==> src/rtl/rsec_pkg.sv <==
package rsec_pkg;
    // register offsets
    localparam logic [7:0] REG2_PIN_CONTROL_OFS = 8'h40;
    localparam logic [7:0] REG3_CONFIG_OFS = 8'h41;
    localparam logic [7:0] REG3_VOLTAGE_CODE_OFS = 8'h42;
    localparam logic [7:0] REG3_PIN_CONTROL_OFS = 8'h43;
    localparam logic [7:0] SWITCH1_CONFIG_OFS = 8'h44;
    localparam logic [7:0] SWITCH1_PIN_CONTROL_OFS = 8'h45;
    localparam logic [7:0] SWITCH2_CONFIG_OFS = 8'h46;
    localparam logic [7:0] SWITCH2_PIN_CONTROL_OFS = 8'h47;
    // config and pin control register field positions
    localparam int CFG_EN_MSB = 4;
    localparam int CFG_EN_LSB = 3;
    localparam int CFG_ACT_BIT = 2;
    localparam int CFG_MODE_BIT = 1;
    localparam int CFG_PSV_BIT = 0;
    localparam int PIN_FN_ENABLE_BIT = 7;
    localparam int PIN_FN_SELECT_BIT = 6;
    // values after reset
    localparam logic [4:0] CFG_RESET = 5'h01;
    localparam logic [5:0] VCODE_RESET = 6'h00;
    localparam logic [1:0] R3_FN_RESET = 2'h0;
    localparam logic [3:0] R3_PIN_RESET = 4'h4;
    localparam logic [3:0] SW_PIN_RESET = 4'h0;
    localparam logic [3:0] R2_PIN_RESET = 4'h2;
    // boot slot codes
    localparam logic [2:0] SLOT_OFF = 3'h0;
    localparam logic [2:0] SLOT_AT0 = 3'h2;
    localparam logic [2:0] SLOT_AT25 = 3'h3;
    localparam logic [2:0] SLOT_AT50 = 3'h4;
    localparam logic [2:0] SLOT_SW = 3'h7;
    // software enable codes
    localparam logic [1:0] EN_OFF = 2'h0;
    localparam logic [1:0] EN_ON = 2'h1;
    localparam logic [1:0] EN_PIN = 2'h2;
    // boot delay figures and cycle counts
    localparam int CLK_KHZ = 40000;
    localparam int BOOT_DLY_80_MS = 80;
    localparam int BOOT_DLY_120_MS = 120;
    localparam int BOOT_DLY_220_MS = 220;
    localparam int BOOT_DLY_420_MS = 420;
    localparam int BOOT_DLY_80_CYC = BOOT_DLY_80_MS * CLK_KHZ;
    localparam int BOOT_DLY_120_CYC = BOOT_DLY_120_MS * CLK_KHZ;
    localparam int BOOT_DLY_220_CYC = BOOT_DLY_220_MS * CLK_KHZ;
    localparam int BOOT_DLY_420_CYC = BOOT_DLY_420_MS * CLK_KHZ;
    localparam int CNT_W = 25;
    localparam logic [CNT_W-1:0] CNT_RESET = 25'h0;
    // output index order in enable vectors
    localparam int IDX_R3 = 0;
    localparam int IDX_S1 = 1;
    localparam int IDX_S2 = 2;
    localparam int IDX_R2 = 3;

    // boot sequencing phase, one-hot
    typedef enum logic [2:0] {
        BOOT_IDLE = 3'b001,
        BOOT_RUN = 3'b010,
        BOOT_DONE = 3'b100
    } rsec_boot_t;

    // read-only slot codes and enable codes of the second regulator
    typedef struct packed {
        logic [2:0] reg3_boot_slot;
        logic [2:0] switch1_boot_slot;
        logic [2:0] switch2_boot_slot;
        logic [2:0] reg2_boot_slot;
        logic [1:0] reg2_sw_enable_code;
    } rsec_slots_t;

    // per-output analog controls
    typedef struct packed {
        logic [2:0] active_discharge;
        logic [2:0] passive_discharge;
        logic reg3_switch_mode;
        logic switch1_low_quiescent;
        logic switch2_low_quiescent;
        logic [5:0] reg3_voltage_code;
    } rsec_ctrl_t;

    // whole module state
    typedef struct packed {
        logic [3:0] pin_meta;
        logic [3:0] pin_sync;
        logic [1:0] dly_meta;
        logic [1:0] dly_sync;
        logic [4:0] r3_cfg;
        logic [5:0] r3_vcode;
        logic [1:0] r3_fn;
        logic [3:0] r3_pin;
        logic [4:0] s1_cfg;
        logic [3:0] s1_pin;
        logic [4:0] s2_cfg;
        logic [3:0] s2_pin;
        logic [3:0] r2_pin;
        rsec_boot_t boot;
        logic [CNT_W-1:0] cnt;
        logic [1:0] dly_sel;
        logic [2:0] mile;
        logic r3_mode;
        logic [3:0] en;
        logic [2:0] act;
        logic [2:0] psv;
        logic [7:0] rdata;
    } rsec_state_t;
endpackage

==> src/rtl/rsec_top.sv <==
// Operation
// - second regulator follows OR of selected pins
// - reg3 slot code stages or hands over
// - reg3 software code: off, on, pins
// - reg3 active discharge in reset, optionally disabled
// - reg3 switch mode latched while disabled only
// - reg3 passive discharge also while disabled optionally
// - reg3 six-bit voltage code stored and output
// - reg3 follows OR of selected pins
// - pin zero function gated by enable bit
// - pin zero picks mode or enable
// - switch1 slot code stages or hands over
// - switch1 software code: off, on, pins
// - switch1 active discharge optionally when disabled
// - switch1 low quiescent bit drives protection off
// - switch1 passive discharge optionally while disabled
// - switch1 follows OR of selected pins
// - switch2 slot code stages or hands over
// - switch2 software code: off, on, pins
// - switch2 active discharge optionally when disabled
// - switch2 passive discharge optionally while disabled
// - switch2 low quiescent bit drives protection off
// - boot delay length chosen by two-bit code
// - switch2 follows OR of selected pins
`timescale 1ns/1ps
module rsec_top
#(
    parameter int BOOT_CYC_00 = rsec_pkg::BOOT_DLY_80_CYC,   // shorten in simulation
    parameter int BOOT_CYC_01 = rsec_pkg::BOOT_DLY_120_CYC,
    parameter int BOOT_CYC_10 = rsec_pkg::BOOT_DLY_220_CYC,
    parameter int BOOT_CYC_11 = rsec_pkg::BOOT_DLY_420_CYC
)
(
    input wire logic sys_clk,
    input wire logic rst,
    input wire logic reg_wr,                     // register write strobe
    input wire logic reg_rd,                     // register read strobe
    input wire logic [7:0] reg_addr,
    input wire logic [7:0] reg_wdata,
    output logic [7:0] reg_rdata,                // valid the cycle after reg_rd
    input wire rsec_pkg::rsec_slots_t slots,     // read-only factory codes
    input wire logic [3:0] mpc_pin,              // multipurpose pin levels, async
    input wire logic [1:0] boot_delay_select,    // strap, async
    input wire logic boot_start,                 // pulse: power-on boot begins
    input wire logic hard_reset,                 // level: device in hard reset
    input wire logic off_mode,                   // level: device entering off
    output logic reg3_enable,
    output logic switch1_enable,
    output logic switch2_enable,
    output logic reg2_pin_enable,
    output rsec_pkg::rsec_ctrl_t ctrl
);
    import rsec_pkg::*;

    rsec_state_t cur_ff;   // all registered state
    rsec_state_t nxt_cur;  // next value of the state

    // total boot length for a delay code
    function automatic logic [CNT_W-1:0] dly_cycles(input logic [1:0] code);
        logic [CNT_W-1:0] r;
        r = CNT_W'(BOOT_CYC_00);
        case (code)
            2'h1: r = CNT_W'(BOOT_CYC_01);
            2'h2: r = CNT_W'(BOOT_CYC_10);
            2'h3: r = CNT_W'(BOOT_CYC_11);
            default: r = CNT_W'(BOOT_CYC_00);
        endcase
        return r;
    endfunction

    // enable from slot code, software code and pin selection; shared by all outputs
    function automatic logic slot_enable(input logic [2:0] slot, input logic [1:0] code,
                                         input logic [3:0] sel, input logic [3:0] pins,
                                         input logic started, input logic [2:0] mile);
        logic r;
        r = 1'b0;
        case (slot)
            SLOT_AT0: r = started;
            SLOT_AT25: r = mile[0];
            SLOT_AT50: r = mile[1];
            // reserved software code 11 keeps the output off
            SLOT_SW: r = mile[2] & ((code == EN_ON) | ((code == EN_PIN) & (|(sel & pins))));
            default: r = 1'b0;  // disabled and reserved slot codes
        endcase
        return r;
    endfunction

    logic [CNT_W-1:0] total;    // boot length of the captured delay code
    logic started;              // boot sequencing has begun
    logic r3_fn_on;             // pin zero dedicated function active
    logic r3_fn_en;             // pin zero drives reg3 enable
    logic r3_req_mode;          // mode asked for this cycle
    logic [3:0] raw_en;         // enables before hard reset override

    // source selection for each output
    always_comb
    begin
        total = dly_cycles(cur_ff.dly_sel);
        started = (cur_ff.boot != BOOT_IDLE);
        r3_fn_on = cur_ff.r3_fn[1];
        r3_fn_en = r3_fn_on & cur_ff.r3_fn[0];
        // pin low picks regulating, pin high switch mode; enable role forces switch
        r3_req_mode = r3_fn_on ? (cur_ff.r3_fn[0] | cur_ff.pin_sync[0])
                               : cur_ff.r3_cfg[CFG_MODE_BIT];
        raw_en[IDX_R3] = r3_fn_en ? cur_ff.pin_sync[0]
                       : slot_enable(slots.reg3_boot_slot, cur_ff.r3_cfg[CFG_EN_MSB:CFG_EN_LSB],
                                     cur_ff.r3_pin, cur_ff.pin_sync, started, cur_ff.mile);
        raw_en[IDX_S1] = slot_enable(slots.switch1_boot_slot, cur_ff.s1_cfg[CFG_EN_MSB:CFG_EN_LSB],
                                     cur_ff.s1_pin, cur_ff.pin_sync, started, cur_ff.mile);
        raw_en[IDX_S2] = slot_enable(slots.switch2_boot_slot, cur_ff.s2_cfg[CFG_EN_MSB:CFG_EN_LSB],
                                     cur_ff.s2_pin, cur_ff.pin_sync, started, cur_ff.mile);
        raw_en[IDX_R2] = slot_enable(slots.reg2_boot_slot, slots.reg2_sw_enable_code,
                                     cur_ff.r2_pin, cur_ff.pin_sync, started, cur_ff.mile);
    end

    // next-state logic: synchronisers, registers, boot timer, outputs
    always_comb
    begin
        nxt_cur = cur_ff;
        // two-stage synchronisers; only the second stage is read
        nxt_cur.pin_meta = mpc_pin;
        nxt_cur.pin_sync = cur_ff.pin_meta;
        nxt_cur.dly_meta = boot_delay_select;
        nxt_cur.dly_sync = cur_ff.dly_meta;

        // register writes; slot fields and reserved bits are not writable
        if (reg_wr)
        begin
            unique case (reg_addr)
                REG3_CONFIG_OFS: nxt_cur.r3_cfg = reg_wdata[4:0];
                REG3_VOLTAGE_CODE_OFS: nxt_cur.r3_vcode = reg_wdata[5:0];
                REG3_PIN_CONTROL_OFS:
                begin
                    nxt_cur.r3_fn = reg_wdata[PIN_FN_ENABLE_BIT:PIN_FN_SELECT_BIT];
                    nxt_cur.r3_pin = reg_wdata[3:0];
                end
                SWITCH1_CONFIG_OFS: nxt_cur.s1_cfg = reg_wdata[4:0];
                SWITCH1_PIN_CONTROL_OFS: nxt_cur.s1_pin = reg_wdata[3:0];
                SWITCH2_CONFIG_OFS: nxt_cur.s2_cfg = reg_wdata[4:0];
                SWITCH2_PIN_CONTROL_OFS: nxt_cur.s2_pin = reg_wdata[3:0];
                REG2_PIN_CONTROL_OFS: nxt_cur.r2_pin = reg_wdata[3:0];
                default: ;  // unmapped writes are dropped
            endcase
        end

        // registered read data; unmapped addresses read zero
        if (reg_rd)
        begin
            unique case (reg_addr)
                REG3_CONFIG_OFS: nxt_cur.rdata = {slots.reg3_boot_slot, cur_ff.r3_cfg};
                REG3_VOLTAGE_CODE_OFS: nxt_cur.rdata = {2'h0, cur_ff.r3_vcode};
                REG3_PIN_CONTROL_OFS: nxt_cur.rdata = {cur_ff.r3_fn, 2'h0, cur_ff.r3_pin};
                SWITCH1_CONFIG_OFS: nxt_cur.rdata = {slots.switch1_boot_slot, cur_ff.s1_cfg};
                SWITCH1_PIN_CONTROL_OFS: nxt_cur.rdata = {4'h0, cur_ff.s1_pin};
                SWITCH2_CONFIG_OFS: nxt_cur.rdata = {slots.switch2_boot_slot, cur_ff.s2_cfg};
                SWITCH2_PIN_CONTROL_OFS: nxt_cur.rdata = {4'h0, cur_ff.s2_pin};
                REG2_PIN_CONTROL_OFS: nxt_cur.rdata = {4'h0, cur_ff.r2_pin};
                default: nxt_cur.rdata = 8'h00;
            endcase
        end

        // boot timer: milestones at 25%, 50% and 100% of the chosen delay
        unique case (cur_ff.boot)
            BOOT_IDLE:
            begin
                if (boot_start)
                begin
                    nxt_cur.boot = BOOT_RUN;
                    nxt_cur.cnt = CNT_RESET;
                    nxt_cur.dly_sel = cur_ff.dly_sync;
                end
            end
            BOOT_RUN:
            begin
                nxt_cur.cnt = cur_ff.cnt + CNT_W'(1);
                if (cur_ff.cnt == (total >> 2))
                    nxt_cur.mile[0] = 1'b1;
                if (cur_ff.cnt == (total >> 1))
                    nxt_cur.mile[1] = 1'b1;
                if (cur_ff.cnt == total - CNT_W'(1))
                begin
                    nxt_cur.mile = 3'h7;
                    nxt_cur.boot = BOOT_DONE;
                end
            end
            BOOT_DONE: ;  // stays until hard reset
        endcase
        // hard reset sends sequencing back to idle, overriding boot_start; a new boot_start pulse is needed
        if (hard_reset)
        begin
            nxt_cur.boot = BOOT_IDLE;
            nxt_cur.mile = 3'h0;
            nxt_cur.cnt = CNT_RESET;
        end

        // enables, forced off in hard reset
        nxt_cur.en = raw_en & {4{~hard_reset}};
        // mode is only taken while the regulator is off, so it never flips under load
        if (!cur_ff.en[IDX_R3])
            nxt_cur.r3_mode = r3_req_mode;

        // active discharge: hard reset, or optionally whenever the enable is low
        nxt_cur.act[IDX_R3] = hard_reset | (cur_ff.r3_cfg[CFG_ACT_BIT] & ~nxt_cur.en[IDX_R3]);
        nxt_cur.act[IDX_S1] = hard_reset | (cur_ff.s1_cfg[CFG_ACT_BIT] & ~nxt_cur.en[IDX_S1]);
        nxt_cur.act[IDX_S2] = hard_reset | (cur_ff.s2_cfg[CFG_ACT_BIT] & ~nxt_cur.en[IDX_S2]);
        // passive discharge: off or hard reset, or optionally while the enable is low
        nxt_cur.psv[IDX_R3] = hard_reset | off_mode
                            | (cur_ff.r3_cfg[CFG_PSV_BIT] & ~nxt_cur.en[IDX_R3]);
        nxt_cur.psv[IDX_S1] = hard_reset | off_mode
                            | (cur_ff.s1_cfg[CFG_PSV_BIT] & ~nxt_cur.en[IDX_S1]);
        nxt_cur.psv[IDX_S2] = hard_reset | off_mode
                            | (cur_ff.s2_cfg[CFG_PSV_BIT] & ~nxt_cur.en[IDX_S2]);
    end

    // single state register, synchronous reset
    always_ff @(posedge sys_clk)
    begin
        if (rst)
        begin
            cur_ff <= '0;
            cur_ff.r3_cfg <= CFG_RESET;
            cur_ff.r3_vcode <= VCODE_RESET;
            cur_ff.r3_fn <= R3_FN_RESET;
            cur_ff.r3_pin <= R3_PIN_RESET;
            cur_ff.s1_cfg <= CFG_RESET;
            cur_ff.s1_pin <= SW_PIN_RESET;
            cur_ff.s2_cfg <= CFG_RESET;
            cur_ff.s2_pin <= SW_PIN_RESET;
            cur_ff.r2_pin <= R2_PIN_RESET;
            cur_ff.boot <= BOOT_IDLE;
        end
        else
        begin
            cur_ff <= nxt_cur;
        end
    end

    // outputs straight from flip-flops
    always_comb
    begin
        reg_rdata = cur_ff.rdata;
        reg3_enable = cur_ff.en[IDX_R3];
        switch1_enable = cur_ff.en[IDX_S1];
        switch2_enable = cur_ff.en[IDX_S2];
        reg2_pin_enable = cur_ff.en[IDX_R2];
        ctrl.active_discharge = cur_ff.act;
        ctrl.passive_discharge = cur_ff.psv;
        ctrl.reg3_switch_mode = cur_ff.r3_mode;
        ctrl.switch1_low_quiescent = cur_ff.s1_cfg[CFG_MODE_BIT];
        ctrl.switch2_low_quiescent = cur_ff.s2_cfg[CFG_MODE_BIT];
        ctrl.reg3_voltage_code = cur_ff.r3_vcode;
    end

    // checks
    a_slot_off_holds: assert property (@(posedge sys_clk) disable iff (rst)
        (slots.reg2_boot_slot == SLOT_OFF) |=> !reg2_pin_enable)
        else $error("reg2 pins act with disabled slot");
    a_sw_code_on: assert property (@(posedge sys_clk) disable iff (rst)
        (slots.switch2_boot_slot == SLOT_SW && cur_ff.mile[2] && !hard_reset
         && cur_ff.s2_cfg[CFG_EN_MSB:CFG_EN_LSB] == EN_ON) |=> switch2_enable)
        else $error("switch2 not on with software code on");
    a_pin_or_en: assert property (@(posedge sys_clk) disable iff (rst)
        (slots.switch1_boot_slot == SLOT_SW && cur_ff.mile[2] && !hard_reset
         && cur_ff.s1_cfg[CFG_EN_MSB:CFG_EN_LSB] == EN_PIN)
        |=> (switch1_enable == |($past(cur_ff.s1_pin) & $past(cur_ff.pin_sync))))
        else $error("switch1 not following selected pins");
    a_mode_hold: assert property (@(posedge sys_clk) disable iff (rst)
        reg3_enable |=> $stable(ctrl.reg3_switch_mode))
        else $error("reg3 mode changed while enabled");
    a_act_dsc_off: assert property (@(posedge sys_clk) disable iff (rst)
        (!cur_ff.r3_cfg[CFG_ACT_BIT] && !hard_reset) |=> !ctrl.active_discharge[IDX_R3])
        else $error("reg3 active discharge without cause");
    a_psv_dsc_on: assert property (@(posedge sys_clk) disable iff (rst)
        (off_mode || hard_reset) |=> ctrl.passive_discharge[IDX_S2])
        else $error("switch2 passive discharge missing");
    a_hard_rst_off: assert property (@(posedge sys_clk) disable iff (rst)
        hard_reset |=> !reg3_enable && !switch1_enable && !switch2_enable && !reg2_pin_enable)
        else $error("output on during hard reset");
    a_pin0_enable: assert property (@(posedge sys_clk) disable iff (rst)
        (cur_ff.r3_fn == 2'h3 && !hard_reset) |=> (reg3_enable == $past(cur_ff.pin_sync[0])))
        else $error("reg3 not following pin zero");
    a_vcode_write: assert property (@(posedge sys_clk) disable iff (rst)
        (reg_wr && reg_addr == REG3_VOLTAGE_CODE_OFS) |=> ctrl.reg3_voltage_code == $past(reg_wdata[5:0]))
        else $error("voltage code not stored");
    a_boot_quarter: assert property (@(posedge sys_clk) disable iff (rst)
        (cur_ff.boot == BOOT_RUN && cur_ff.cnt == (total >> 2) && !hard_reset) |=> cur_ff.mile[0])
        else $error("quarter milestone missed");
endmodule // rsec_top

==> config.mk <==
export PLATFORM = sky130hd
export DESIGN_NAME = rsec_top
export DESIGN_NICKNAME = d
export VERILOG_FILES = /design/src/rtl/rsec_pkg.sv /design/src/rtl/rsec_top.sv
export SDC_FILE = /design/constraint.sdc
export NUM_CORES = 1
export LEC_CHECK = 0
export BUFFER_PORTS_ARGS = -buffer_cell sky130_fd_sc_hd__buf_4
export CELL_PAD_IN_SITES_DETAIL_PLACEMENT = 1
export CELL_PAD_IN_SITES_GLOBAL_PLACEMENT = 1
export CORE_ASPECT_RATIO = 0.5
export CORE_MARGIN = 5
export CORE_UTILIZATION = 38
export CTS_CLUSTER_SIZE = 12
export DETAILED_ROUTE_END_ITERATION = 7
export PLACE_DENSITY = 0.83
export SLEW_MARGIN = 20
export SYNTH_ARGS = -nofsm -noshare
export SYNTH_HDL_FRONTEND = slang
export SYNTH_SLANG_ARGS = --single-unit
==> constraint.sdc <==
create_clock -name sys_clk -period 3.1 [get_ports sys_clk]
set_input_delay 0.465 -clock sys_clk [delete_from_list [all_inputs] [get_ports sys_clk]]
set_output_delay 0.465 -clock sys_clk [all_outputs]
set_load 0.005 [all_outputs]
==> flow_summary_export.csv, run 1 <==
group,metric,value,unit
setup_path,start_kind,"register",
drt,wire_per_inst,18.5,um
global_route,antenna_found_initial,0,
clocking,cts_setup_buffers,0,
placement,port_buffers,69,
power_and_ir_drop,intPower,2.06,mW
drt,via_per_inst,5.63,
setup_path,critPathMaxFanout,9,
logic_synthesis,avgSynthCellArea,8.49,um2
drt,dr.pass1.iters,4,
power_and_ir_drop,powerDensity,441,nW/um2
die,io_pins,70,
logic_synthesis,synth.distinct_cells,65,
logic_synthesis,yosys_warnings,0,
logic_synthesis,synth_top_area_share,37.6,%
final_layout,nNetsFinal,709,
global_route,grt_pass1_vias,4884,
setup_path,cp_top_family,"simple AND/OR/NAND/NOR gates",
logic_synthesis,synth_edf_count,0,
power_and_ir_drop,leakage,2.34,nW
setup_path,cp.required,3.34,ns
power_and_ir_drop,power_frac_seq,49.3,%
setup_path,crit_chain,"nand3_1 -> or3_1 -> nor4_2 -> nand4_1 -> mux2i_1",
sta,max_freq,420,MHz
die,die_area,17100,um2
drt,drc,0,
die,num_rows,31,
setup_path,cp_slowest_cell,"or3_1",
sta,relSlewSlack,33.8,%
sta,worst_pin_slew,0.989,ns
global_route,grt.total_usage,18.8,%
clocking,cts_resized,0,
logic_synthesis,netlist_area,5490,um2
setup_path,path_class,"reg2reg",
sta,setup_viol,0,
sta,clock_skew,0.0113,ns
die,fp.dieH,95.0,um
global_route,overflow,0,
final_layout,area_growth,13.1,%
final_layout,final_common_cell,"dfxtp_1",
power_and_ir_drop,p_sw_share,24.8,%
logic_synthesis,yosysTopAreaCell,"dfxtp_1",
die,coreArea,14300,um2
logic_synthesis,netlist_instances,646,
final_layout,fillers,1699,
power_and_ir_drop,combPwrFrac,7.6,%
final_layout,drive_gt1_share,18.0,%
sta,final.setup.worst_slack,0.722,ns
sta,grt_setup_unrepaired,"no",
logic_synthesis,synth-seq-area-share,37.6,%
power_and_ir_drop,p_sw,677,uW
die,die_x,180,um
drt,postRouteAntennaNets,0,
clocking,cts_tree,"yes",
setup_path,max_stage_delay,0.55,ns
logic_synthesis,synth_ff_type,"dfxtp_1",
clocking,cts_root_buffer,"clkbuf_16",
setup_path,cp_num_buf_inv,0,
sta,fin_crit_sh,76.7,%
clocking,clk_pin_slew,0.08,ns
run_status,status,"finished clean",
clocking,clock_sinks,103,
sta,setup_tns,0,ns
setup_path,endpoint_kind,"register",
logic_synthesis,synth_area_leaders,"dfxtp_1, mux2i_1, nor2_1",
final_layout,antenna_cells,0,
hold_path,holdCritPathClass,"in2reg",
clocking,clock_latency,0.36,ns
flow_run,cap_violations,0,
drt,drt-total-wl,15900,um
sta,hold_viol,0,
clocking,h-tree-depth,3,
logic_synthesis,synth_seq_cells,103,
power_and_ir_drop,pwr-share-clk,43.2,%
sta,slew_violations,0,
power_and_ir_drop,p_total,2.74,mW
placement,dp_hpwl,11300,um
sta,period_needed,2.38,ns
die,initial_core_util,38.3,%
clocking,cts_made_buffers,9,
final_layout,multi_input_area,2980,um2
global_route,grt_pass1_wl,25600,um
logic_synthesis,ys_async_sr_fraction,0,%
final_layout,mostFrequentLayoutCells,"dfxtp_1, buf_4, nor2_1, nand2_1, mux2i_1",
power_and_ir_drop,ir_drop,0.226,mV
logic_synthesis,syn-num-nets,698,
placement,place_ws,0.681,ns
drt,vias,4844,
setup_path,worstPathArrival,2.61,ns
clocking,max-clock-path-buffers,2,
final_layout,ff_latch_area,2060,um2
global_route,grt_max_degree,74,
placement,place.gp.congestion,0.885,
drt,drt_iter0_markers,229,
clocking,postCtsHoldBufs,0,
cell usage after synthesis (4+ instances only):
cell,n
a31oi_1,5
a22oi_1,14
buf_1,8
nand2b_1,13
or4_1,4
nand4_1,12
mux2i_1,42
a21oi_1,37
nor2b_1,20
o211ai_1,6
o22ai_1,10
xor2_1,6
ha_1,9
mux2_2,16
and4_1,5
nor2_1,60
nor3_1,11
buf_2,5
a211o_1,4
inv_1,16
nand3_1,26
dfxtp_1,103
nor4_1,9
clkbuf_1,34
o21a_1,4
buf_4,23
or3_1,9
nand2_1,50
xnor2_1,4
o21ai_0,19
metrics by stage:
stage          instance area (um2)  hold WS, ns  std cells  utilization, %
5_1_grt                       6200        0.321        860            43.4
6_report                      6200        0.315        860            43.4
4_1_cts                       6200        0.312        860            43.4
3_5_place_dp                  5900        0.427        844            41.2
3_3_place_gp                  5900        0.417        844            41.2
2_1_floorplan                 5490        0.414        646               -
cells by family after synthesis:
logic type | after synthesis | synth area share [%]
flip-flops | 103 | 37.6
buffers and inverters | 90 | 8.16
AND/OR/NAND/NOR | 249 | 24.0
AO/OA/AOI/OAI | 125 | 14.8
XOR/XNOR | 10 | 1.60
adder cells (fa/ha/maj) | 9 | 2.05
multiplexers | 60 | 11.8
final cells by class:
| type | instances | area share (%) |
|---|---|---|
| Clock buffer | 9 | 3.63 |
| Timing Repair Buffer | 74 | 8.95 |
| Tap cell | 198 | 3.99 |
| Sequential cell | 103 | 33.2 |
| Clock inverter | 7 | 1.25 |
| Inverter | 16 | 0.968 |
| Multi-Input combinational cell | 453 | 48.0 |
power groups by stage:
| stage | combinational, mW | clock (mW) | sequential, mW |
|---|---|---|---|
| 2_1_floorplan | 0.118 | 0 | 1.37 |
| 3_5_place_dp | 0.206 | 0 | 1.38 |
| 3_3_place_gp | 0.202 | 0 | 1.38 |
| 6_report | 0.207 | 1.18 | 1.35 |
| 5_1_grt | 0.224 | 1.27 | 1.35 |
| 4_1_cts | 0.207 | 1.20 | 1.35 |
sequential cells by signal, indices dropped and copies added, names as in the netlist:
signal           cells
ctrl                15
reg_rdata            8
switch2_enable       1
switch1_enable       1
reg3_enable          1
cur_ff              76
reg2_pin_enable      1
final timing paths:
kind / from / endpoint / slack [ns] / cells past startpoint
min reg2reg: cur_ff[101] / cur_ff[97] / 0.44 / 1
min: mpc_pin[1] / cur_ff[100] / 0.32 / 2
max reg2reg: cur_ff[33] / cur_ff[45] / 0.72 / 5
max: cur_ff[33] / cur_ff[45] / 0.72 / 5
layer usage:
layer	routed length [um]	track usage (%)	vias to the layer above
li1	-	-	2308
met1	6970	22.6	2400
met4	256	5.64	0
met2	8090	34.1	112
met5	0	0	-
met3	621	3.96	24
Power figures use the tool's default switching activity.
==> run 2, diff against run 1 <==
--- a/config.mk
+++ b/config.mk
@@ -5,6 +5,7 @@
 export SDC_FILE = /design/constraint.sdc
 export NUM_CORES = 1
 export LEC_CHECK = 0
+export ABC_AREA = 1
 export BUFFER_PORTS_ARGS = -buffer_cell sky130_fd_sc_hd__buf_4
 export CELL_PAD_IN_SITES_DETAIL_PLACEMENT = 1
 export CELL_PAD_IN_SITES_GLOBAL_PLACEMENT = 1
@@ -13,7 +14,7 @@
 export CORE_UTILIZATION = 38
 export CTS_CLUSTER_SIZE = 12
 export DETAILED_ROUTE_END_ITERATION = 7
-export PLACE_DENSITY = 0.83
+export PLACE_DENSITY = 0.86
 export SLEW_MARGIN = 20
 export SYNTH_ARGS = -nofsm -noshare
 export SYNTH_HDL_FRONTEND = slang
==> constraint.sdc (replaced) <==
create_clock -name sys_clk -period 2.25 [get_ports sys_clk]
set_input_delay 0.3375 -clock sys_clk [delete_from_list [all_inputs] [get_ports sys_clk]]
set_output_delay 0.3375 -clock sys_clk [all_outputs]
set_load 0.005 [all_outputs]
==> flow_summary_export.csv, run 2 <==
group,metric,value,unit
sta,setup_viol,0,
drt,postRouteAntennaNets,0,
drt,drt_iter0_markers,400,
logic_synthesis,synth_seq_cells,103,
die,die_x,190,um
power_and_ir_drop,leakage,3.09,nW
clocking,cts_root_buffer,"clkbuf_16",
global_route,grt_pass1_wl,35200,um
power_and_ir_drop,pwr-share-clk,43.8,%
logic_synthesis,synth_top_area_share,33.5,%
clocking,clk_pin_slew,0.08,ns
final_layout,drive_gt1_share,13.7,%
sta,grt_setup_unrepaired,"no",
global_route,antenna_found_initial,0,
sta,hold_viol,0,
setup_path,max_stage_delay,0.48,ns
clocking,clock_latency,0.36,ns
power_and_ir_drop,intPower,3.00,mW
logic_synthesis,avgSynthCellArea,6.39,um2
placement,dp_hpwl,17000,um
run_status,status,"finished clean",
final_layout,largest-register,"cur_ff",
setup_path,start_kind,"register",
die,die_area,19000,um2
logic_synthesis,yosys_warnings,0,
logic_synthesis,synth_common_cells,"nand2_1, inv_1, nor2_1, dfxtp_1, nand3_1",
drt,dr.pass1.iters,5,
logic_synthesis,syn-num-nets,1015,
logic_synthesis,synth-seq-area-share,33.5,%
final_layout,postLayoutCoreUtil,44.8,%
power_and_ir_drop,ir_drop,0.322,mV
power_and_ir_drop,powerDensity,574,nW/um2
global_route,grt_pass1_vias,6621,
flow_run,cap_violations,0,
power_and_ir_drop,p_sw_share,25.6,%
global_route,grt_max_degree,35,
drt,drt-total-wl,21700,um
clocking,max-clock-path-buffers,2,
die,io_pins,70,
drt,wire_per_inst,17.7,um
logic_synthesis,netlist_instances,963,
logic_synthesis,synth_ff_type,"dfxtp_1",
power_and_ir_drop,p_sw,1.03,mW
hold_path,holdCritPathClass,"in2reg",
logic_synthesis,post-synth-top-count-cell,"nand2_1",
setup_path,critPathMaxFanout,8,
final_layout,mostFrequentLayoutCells,"nand2_1, inv_1, nor2_1, dfxtp_1, nand3_1",
placement,place_ws,0.149,ns
final_layout,final_common_cell,"nand2_1",
global_route,overflow,0,
die,initial_core_util,39.3,%
sta,period_needed,2.08,ns
sta,worst_pin_slew,0.510,ns
die,fp.dieH,100,um
clocking,cts_tree,"yes",
drt,vias,6441,
setup_path,cp.required,2.50,ns
clocking,cts_made_buffers,9,
final_layout,largest_register_ff_count,76,
placement,placed_cell_area,6690,um2
drt,via_per_inst,5.25,
clocking,h-tree-depth,3,
sta,final.setup.worst_slack,0.174,ns
sta,slew_violations,0,
logic_synthesis,synth_area_leaders,"dfxtp_1, nand2_1, inv_1",
power_and_ir_drop,combPwrFrac,10.0,%
final_layout,finish.instance_area,7020,um2
die,num_rows,32,
power_and_ir_drop,power_frac_seq,46.3,%
logic_synthesis,yosysTopAreaCell,"dfxtp_1",
setup_path,crit_chain,"inv_1 -> ha_1 -> inv_1 -> nand2_1 -> nand2_1 -> nor2_1 -> nand2_1 -> nor2_1 -> nand4_2 -> o211ai_1 -> inv_1",
clocking,clock_sinks,103,
setup_path,worstPathArrival,2.33,ns
logic_synthesis,synth.distinct_cells,40,
placement,port_buffers,69,
sta,clock_skew,0.0123,ns
logic_synthesis,netlist_area,6150,um2
global_route,grt.total_usage,23.2,%
placement,place.gp.congestion,0.999,
drt,drc,0,
final_layout,nNetsFinal,1055,
setup_path,path_class,"reg2reg",
sta,setup_tns,0,ns
setup_path,endpoint_kind,"register",
die,coreArea,15700,um2
logic_synthesis,ys_async_sr_fraction,0,%
sta,max_freq,482,MHz
sta,relSlewSlack,65.7,%
final_layout,antenna_cells,0,
sta,fin_crit_sh,92.2,%
power_and_ir_drop,p_total,4.03,mW
logic_synthesis,synth_edf_count,0,
setup_path,cp_slowest_cell,"dfxtp_1",
final_layout,area_growth,14.1,%
[run 2: critical path, delay by kind of cell, from the launching register on]
kind	cells	cell delay, ns
compound gates	1	0.12
fa+ha+maj	1	0.43
flops	1	0.48
buf+inv	3	0.38
simple gates	6	0.57
[run 2: worst paths after layout]
| check | cells past startpoint | slack, ns | start | endpoint |
|---|---|---|---|---|
| hold reg to reg | 2 | 0.41 | cur_ff[100] | cur_ff[96] |
| hold / removal | 3 | 0.19 | mpc_pin[3] | cur_ff[102] |
| setup reg to reg | 11 | 0.17 | cur_ff[22] | cur_ff[50] |
| setup / recovery | 11 | 0.17 | cur_ff[22] | cur_ff[50] |
[run 2: cells by family (layout without fill, tap and decap cells)]
logic type | Yosys count | after routing | share of synthesized area, %
DFF | 103 | 103 | 33.5
adders and majority gates | 9 | 9 | 1.83
AOI/OAI and AO/OA | 157 | 157 | 14.0
and+or+nand+nor | 515 | 515 | 37.3
buffers and inverters | 179 | 223 | 13.3
[run 2: layout make-up]
class / count / area [um2]
clock inverter: 5 / 86.3
clock buffer: 10 / 239
inverter: 129 / 484
tap: 221 / 277
fill: 2072 / 8640
timing repair buffer: 79 / 593
sequential: 103 / 2060
multi-input combinational: 681 / 3280
[run 2: repair_timing]
item                                    CTS  global route
endpoints found under the hold margin     0             0
resized for setup                         0             2
hold buffers                              0             0
setup buffers                             0             0
endpoints found under the setup margin    0             5
[run 2: stage by stage]
stage / hold WS (ns) / instances
floorplan: 0.388 / 963
global placement: 0.394 / 1213
detailed placement: 0.402 / 1213
CTS: 0.181 / 1228
global route: 0.191 / 1228
finish: 0.185 / 1228
[run 2: routing by layer]
metal / track usage [%] / vias to the layer above / share of wire, %
li1: - / 3142 / -
met1: 29.8 / 3095 / 45
met2: 41.1 / 168 / 49
met3: 3.82 / 36 / 4.7
met4: 5.33 / 0 / 1.7
met5: 0 / - / 0
[run 2: power groups by stage]
stage / sequential, mW / clock (mW) / combinational (mW)
global route: 1.87 / 1.86 / 0.447
detailed placement: 1.91 / 0 / 0.398
floorplan: 1.90 / 0 / 0.237
CTS: 1.86 / 1.78 / 0.400
finish: 1.86 / 1.76 / 0.402
global placement: 1.91 / 0 / 0.385
==> run 3, diff against run 2 <==
--- a/config.mk
+++ b/config.mk
@@ -11,10 +11,11 @@
 export CELL_PAD_IN_SITES_GLOBAL_PLACEMENT = 1
 export CORE_ASPECT_RATIO = 0.5
 export CORE_MARGIN = 5
-export CORE_UTILIZATION = 38
+export CORE_UTILIZATION = 42
 export CTS_CLUSTER_SIZE = 12
 export DETAILED_ROUTE_END_ITERATION = 7
-export PLACE_DENSITY = 0.86
+export PLACE_DENSITY = 0.93
+export SETUP_SLACK_MARGIN = 0.3
 export SLEW_MARGIN = 20
 export SYNTH_ARGS = -nofsm -noshare
 export SYNTH_HDL_FRONTEND = slang
==> flow_summary_export.csv, run 3 (synthesis results as in run 2) <==
group,metric,value,unit
setup_path,worstPathArrival,2.10,ns
hold_path,hold_depth,3,
setup_path,cp.required,2.50,ns
sta,worst_pin_slew,0.475,ns
die,initial_core_util,42.7,%
sta,setup_tns,0,ns
setup_path,path_class,"reg2reg",
final_layout,antenna_cells,0,
setup_path,endpoint_kind,"register",
final_layout,mostFrequentLayoutCells,"nand2_1, inv_1, nor2_1, dfxtp_1, nand3_1",
placement,placed_cells_incl_taps,1189,
clocking,clock_latency,0.36,ns
power_and_ir_drop,ir_drop,0.365,mV
sta,period_needed,1.84,ns
run_status,status,"finished clean",
power_and_ir_drop,intPower,2.90,mW
drt,drt-total-wl,21800,um
final_layout,drive_gt1_share,15.2,%
clocking,cts_tree,"yes",
clocking,clk_pin_slew,0.08,ns
power_and_ir_drop,powerDensity,569,nW/um2
placement,place.gp.congestion,0.922,
final_layout,nNetsFinal,1058,
clocking,cts_root_buffer,"clkbuf_16",
die,die_x,181,um
clocking,postCtsHoldBufs,0,
placement,port_buffers,69,
setup_path,r2r_cells,10,
sta,setup_viol,0,
hold_path,holdCritPathClass,"in2reg",
clocking,h-tree-depth,3,
sta,max_freq,542,MHz
drt,drc,0,
drt,postRouteAntennaNets,0,
power_and_ir_drop,combPwrFrac,10.5,%
flow_run,cap_violations,0,
final_layout,largest_register_ff_count,76,
drt,via_per_inst,5.47,
sta,grt_setup_unrepaired,"yes",
sta,clock_skew,0.00911,ns
die,fp.dieH,95.6,um
die,coreArea,14400,um2
drt,vias,6612,
clocking,cts_made_buffers,9,
global_route,antenna_found_initial,0,
final_layout,largest-register,"cur_ff",
global_route,grt.total_usage,25.4,%
die,die_area,17300,um2
global_route,grt_max_degree,35,
final_layout,area_growth,14.8,%
final_layout,final_common_cell,"nand2_1",
drt,dr.pass1.iters,5,
setup_path,critPathMaxFanout,7,
power_and_ir_drop,p_sw_share,27.8,%
setup_path,start_kind,"register",
drt,wire_per_inst,18.0,um
power_and_ir_drop,p_sw,1.12,mW
placement,dp_hpwl,16700,um
clocking,clock_sinks,103,
die,num_rows,31,
die,io_pins,70,
drt,drt_iter0_markers,477,
power_and_ir_drop,pwr-share-clk,43.1,%
sta,slew_violations,0,
final_layout,final_cells,1209,
global_route,grt_pass1_wl,35400,um
power_and_ir_drop,power_frac_seq,46.4,%
sta,hold_viol,0,
global_route,overflow,0,
sta,fin_crit_sh,81.9,%
global_route,grt_pass1_vias,6846,
power_and_ir_drop,leakage,3.10,nW
clocking,max-clock-path-buffers,2,
sta,relSlewSlack,68.1,%
run 3: metal layers:
metal  track usage, %  share of wire (%)  up-vias
met5                0                  0        -
li1                 -                  -     3142
met2             45.7                 49      205
met1             30.5                 43     3216
met4             8.93                2.7        0
met3             5.68                6.1       49
run 3: stage by stage:
step	power, mW	util (%)	setup WS, ns	area (um2)	hold slack, ns
finish	4.02	49.1	0.406	7060	0.177
global route	4.16	49.1	0.275	7060	0.192
CTS	4.00	48.5	0.347	6980	0.184
detailed placement	2.30	46.2	0.196	6650	0.399
global placement	2.29	46.2	0.314	6650	0.397
floorplan	2.14	-	0.520	6150	0.388
run 3: layout make-up:
type | count | area [um2]
fillers | 1945 | 7330
multi-input cells | 681 | 3320
repair buffers | 82 | 616
well taps | 198 | 248
flip-flops and latches | 103 | 2070
clock inverters | 7 | 100
inverters | 129 | 488
clock buffers | 9 | 225
run 3: what timing repair did:
item,CTS,global route
setup endpoints to repair,5,6
gates resized for setup,3,13
setup buffers,0,4
pin swaps,0,2
run 3: power groups by stage:
stage                     clock [mW]  sequential (mW)  combinational, mW
after CTS                       1.74             1.86              0.399
after global placement             0             1.91              0.384
final                           1.73             1.87              0.423
after global routing            1.82             1.87              0.466
after floorplan                    0             1.90              0.237
after detailed placement           0             1.91              0.396
run 3: worst max-delay path, stage by stage, from the launching register on:
cell and delay [ns]:
dfxtp_4 0.40, clkinvlp_4 0.20, ha_4 0.24, nor2_2 0.19
nor2_1 0.06, nor2_1 0.10, nand2_1 0.07, nor2_2 0.13
nand4_2 0.15, o211ai_1 0.13, inv_1 0.07
run 3: final timing paths:
| check | from | to | slack (ns) |
|---|---|---|---|
| setup / recovery | cur_ff[22] | cur_ff[50] | 0.41 |
| hold / removal | mpc_pin[1] | cur_ff[100] | 0.18 |
| setup reg to reg | cur_ff[22] | cur_ff[50] | 0.41 |
| hold reg to reg | cur_ff[99] | cur_ff[95] | 0.41 |
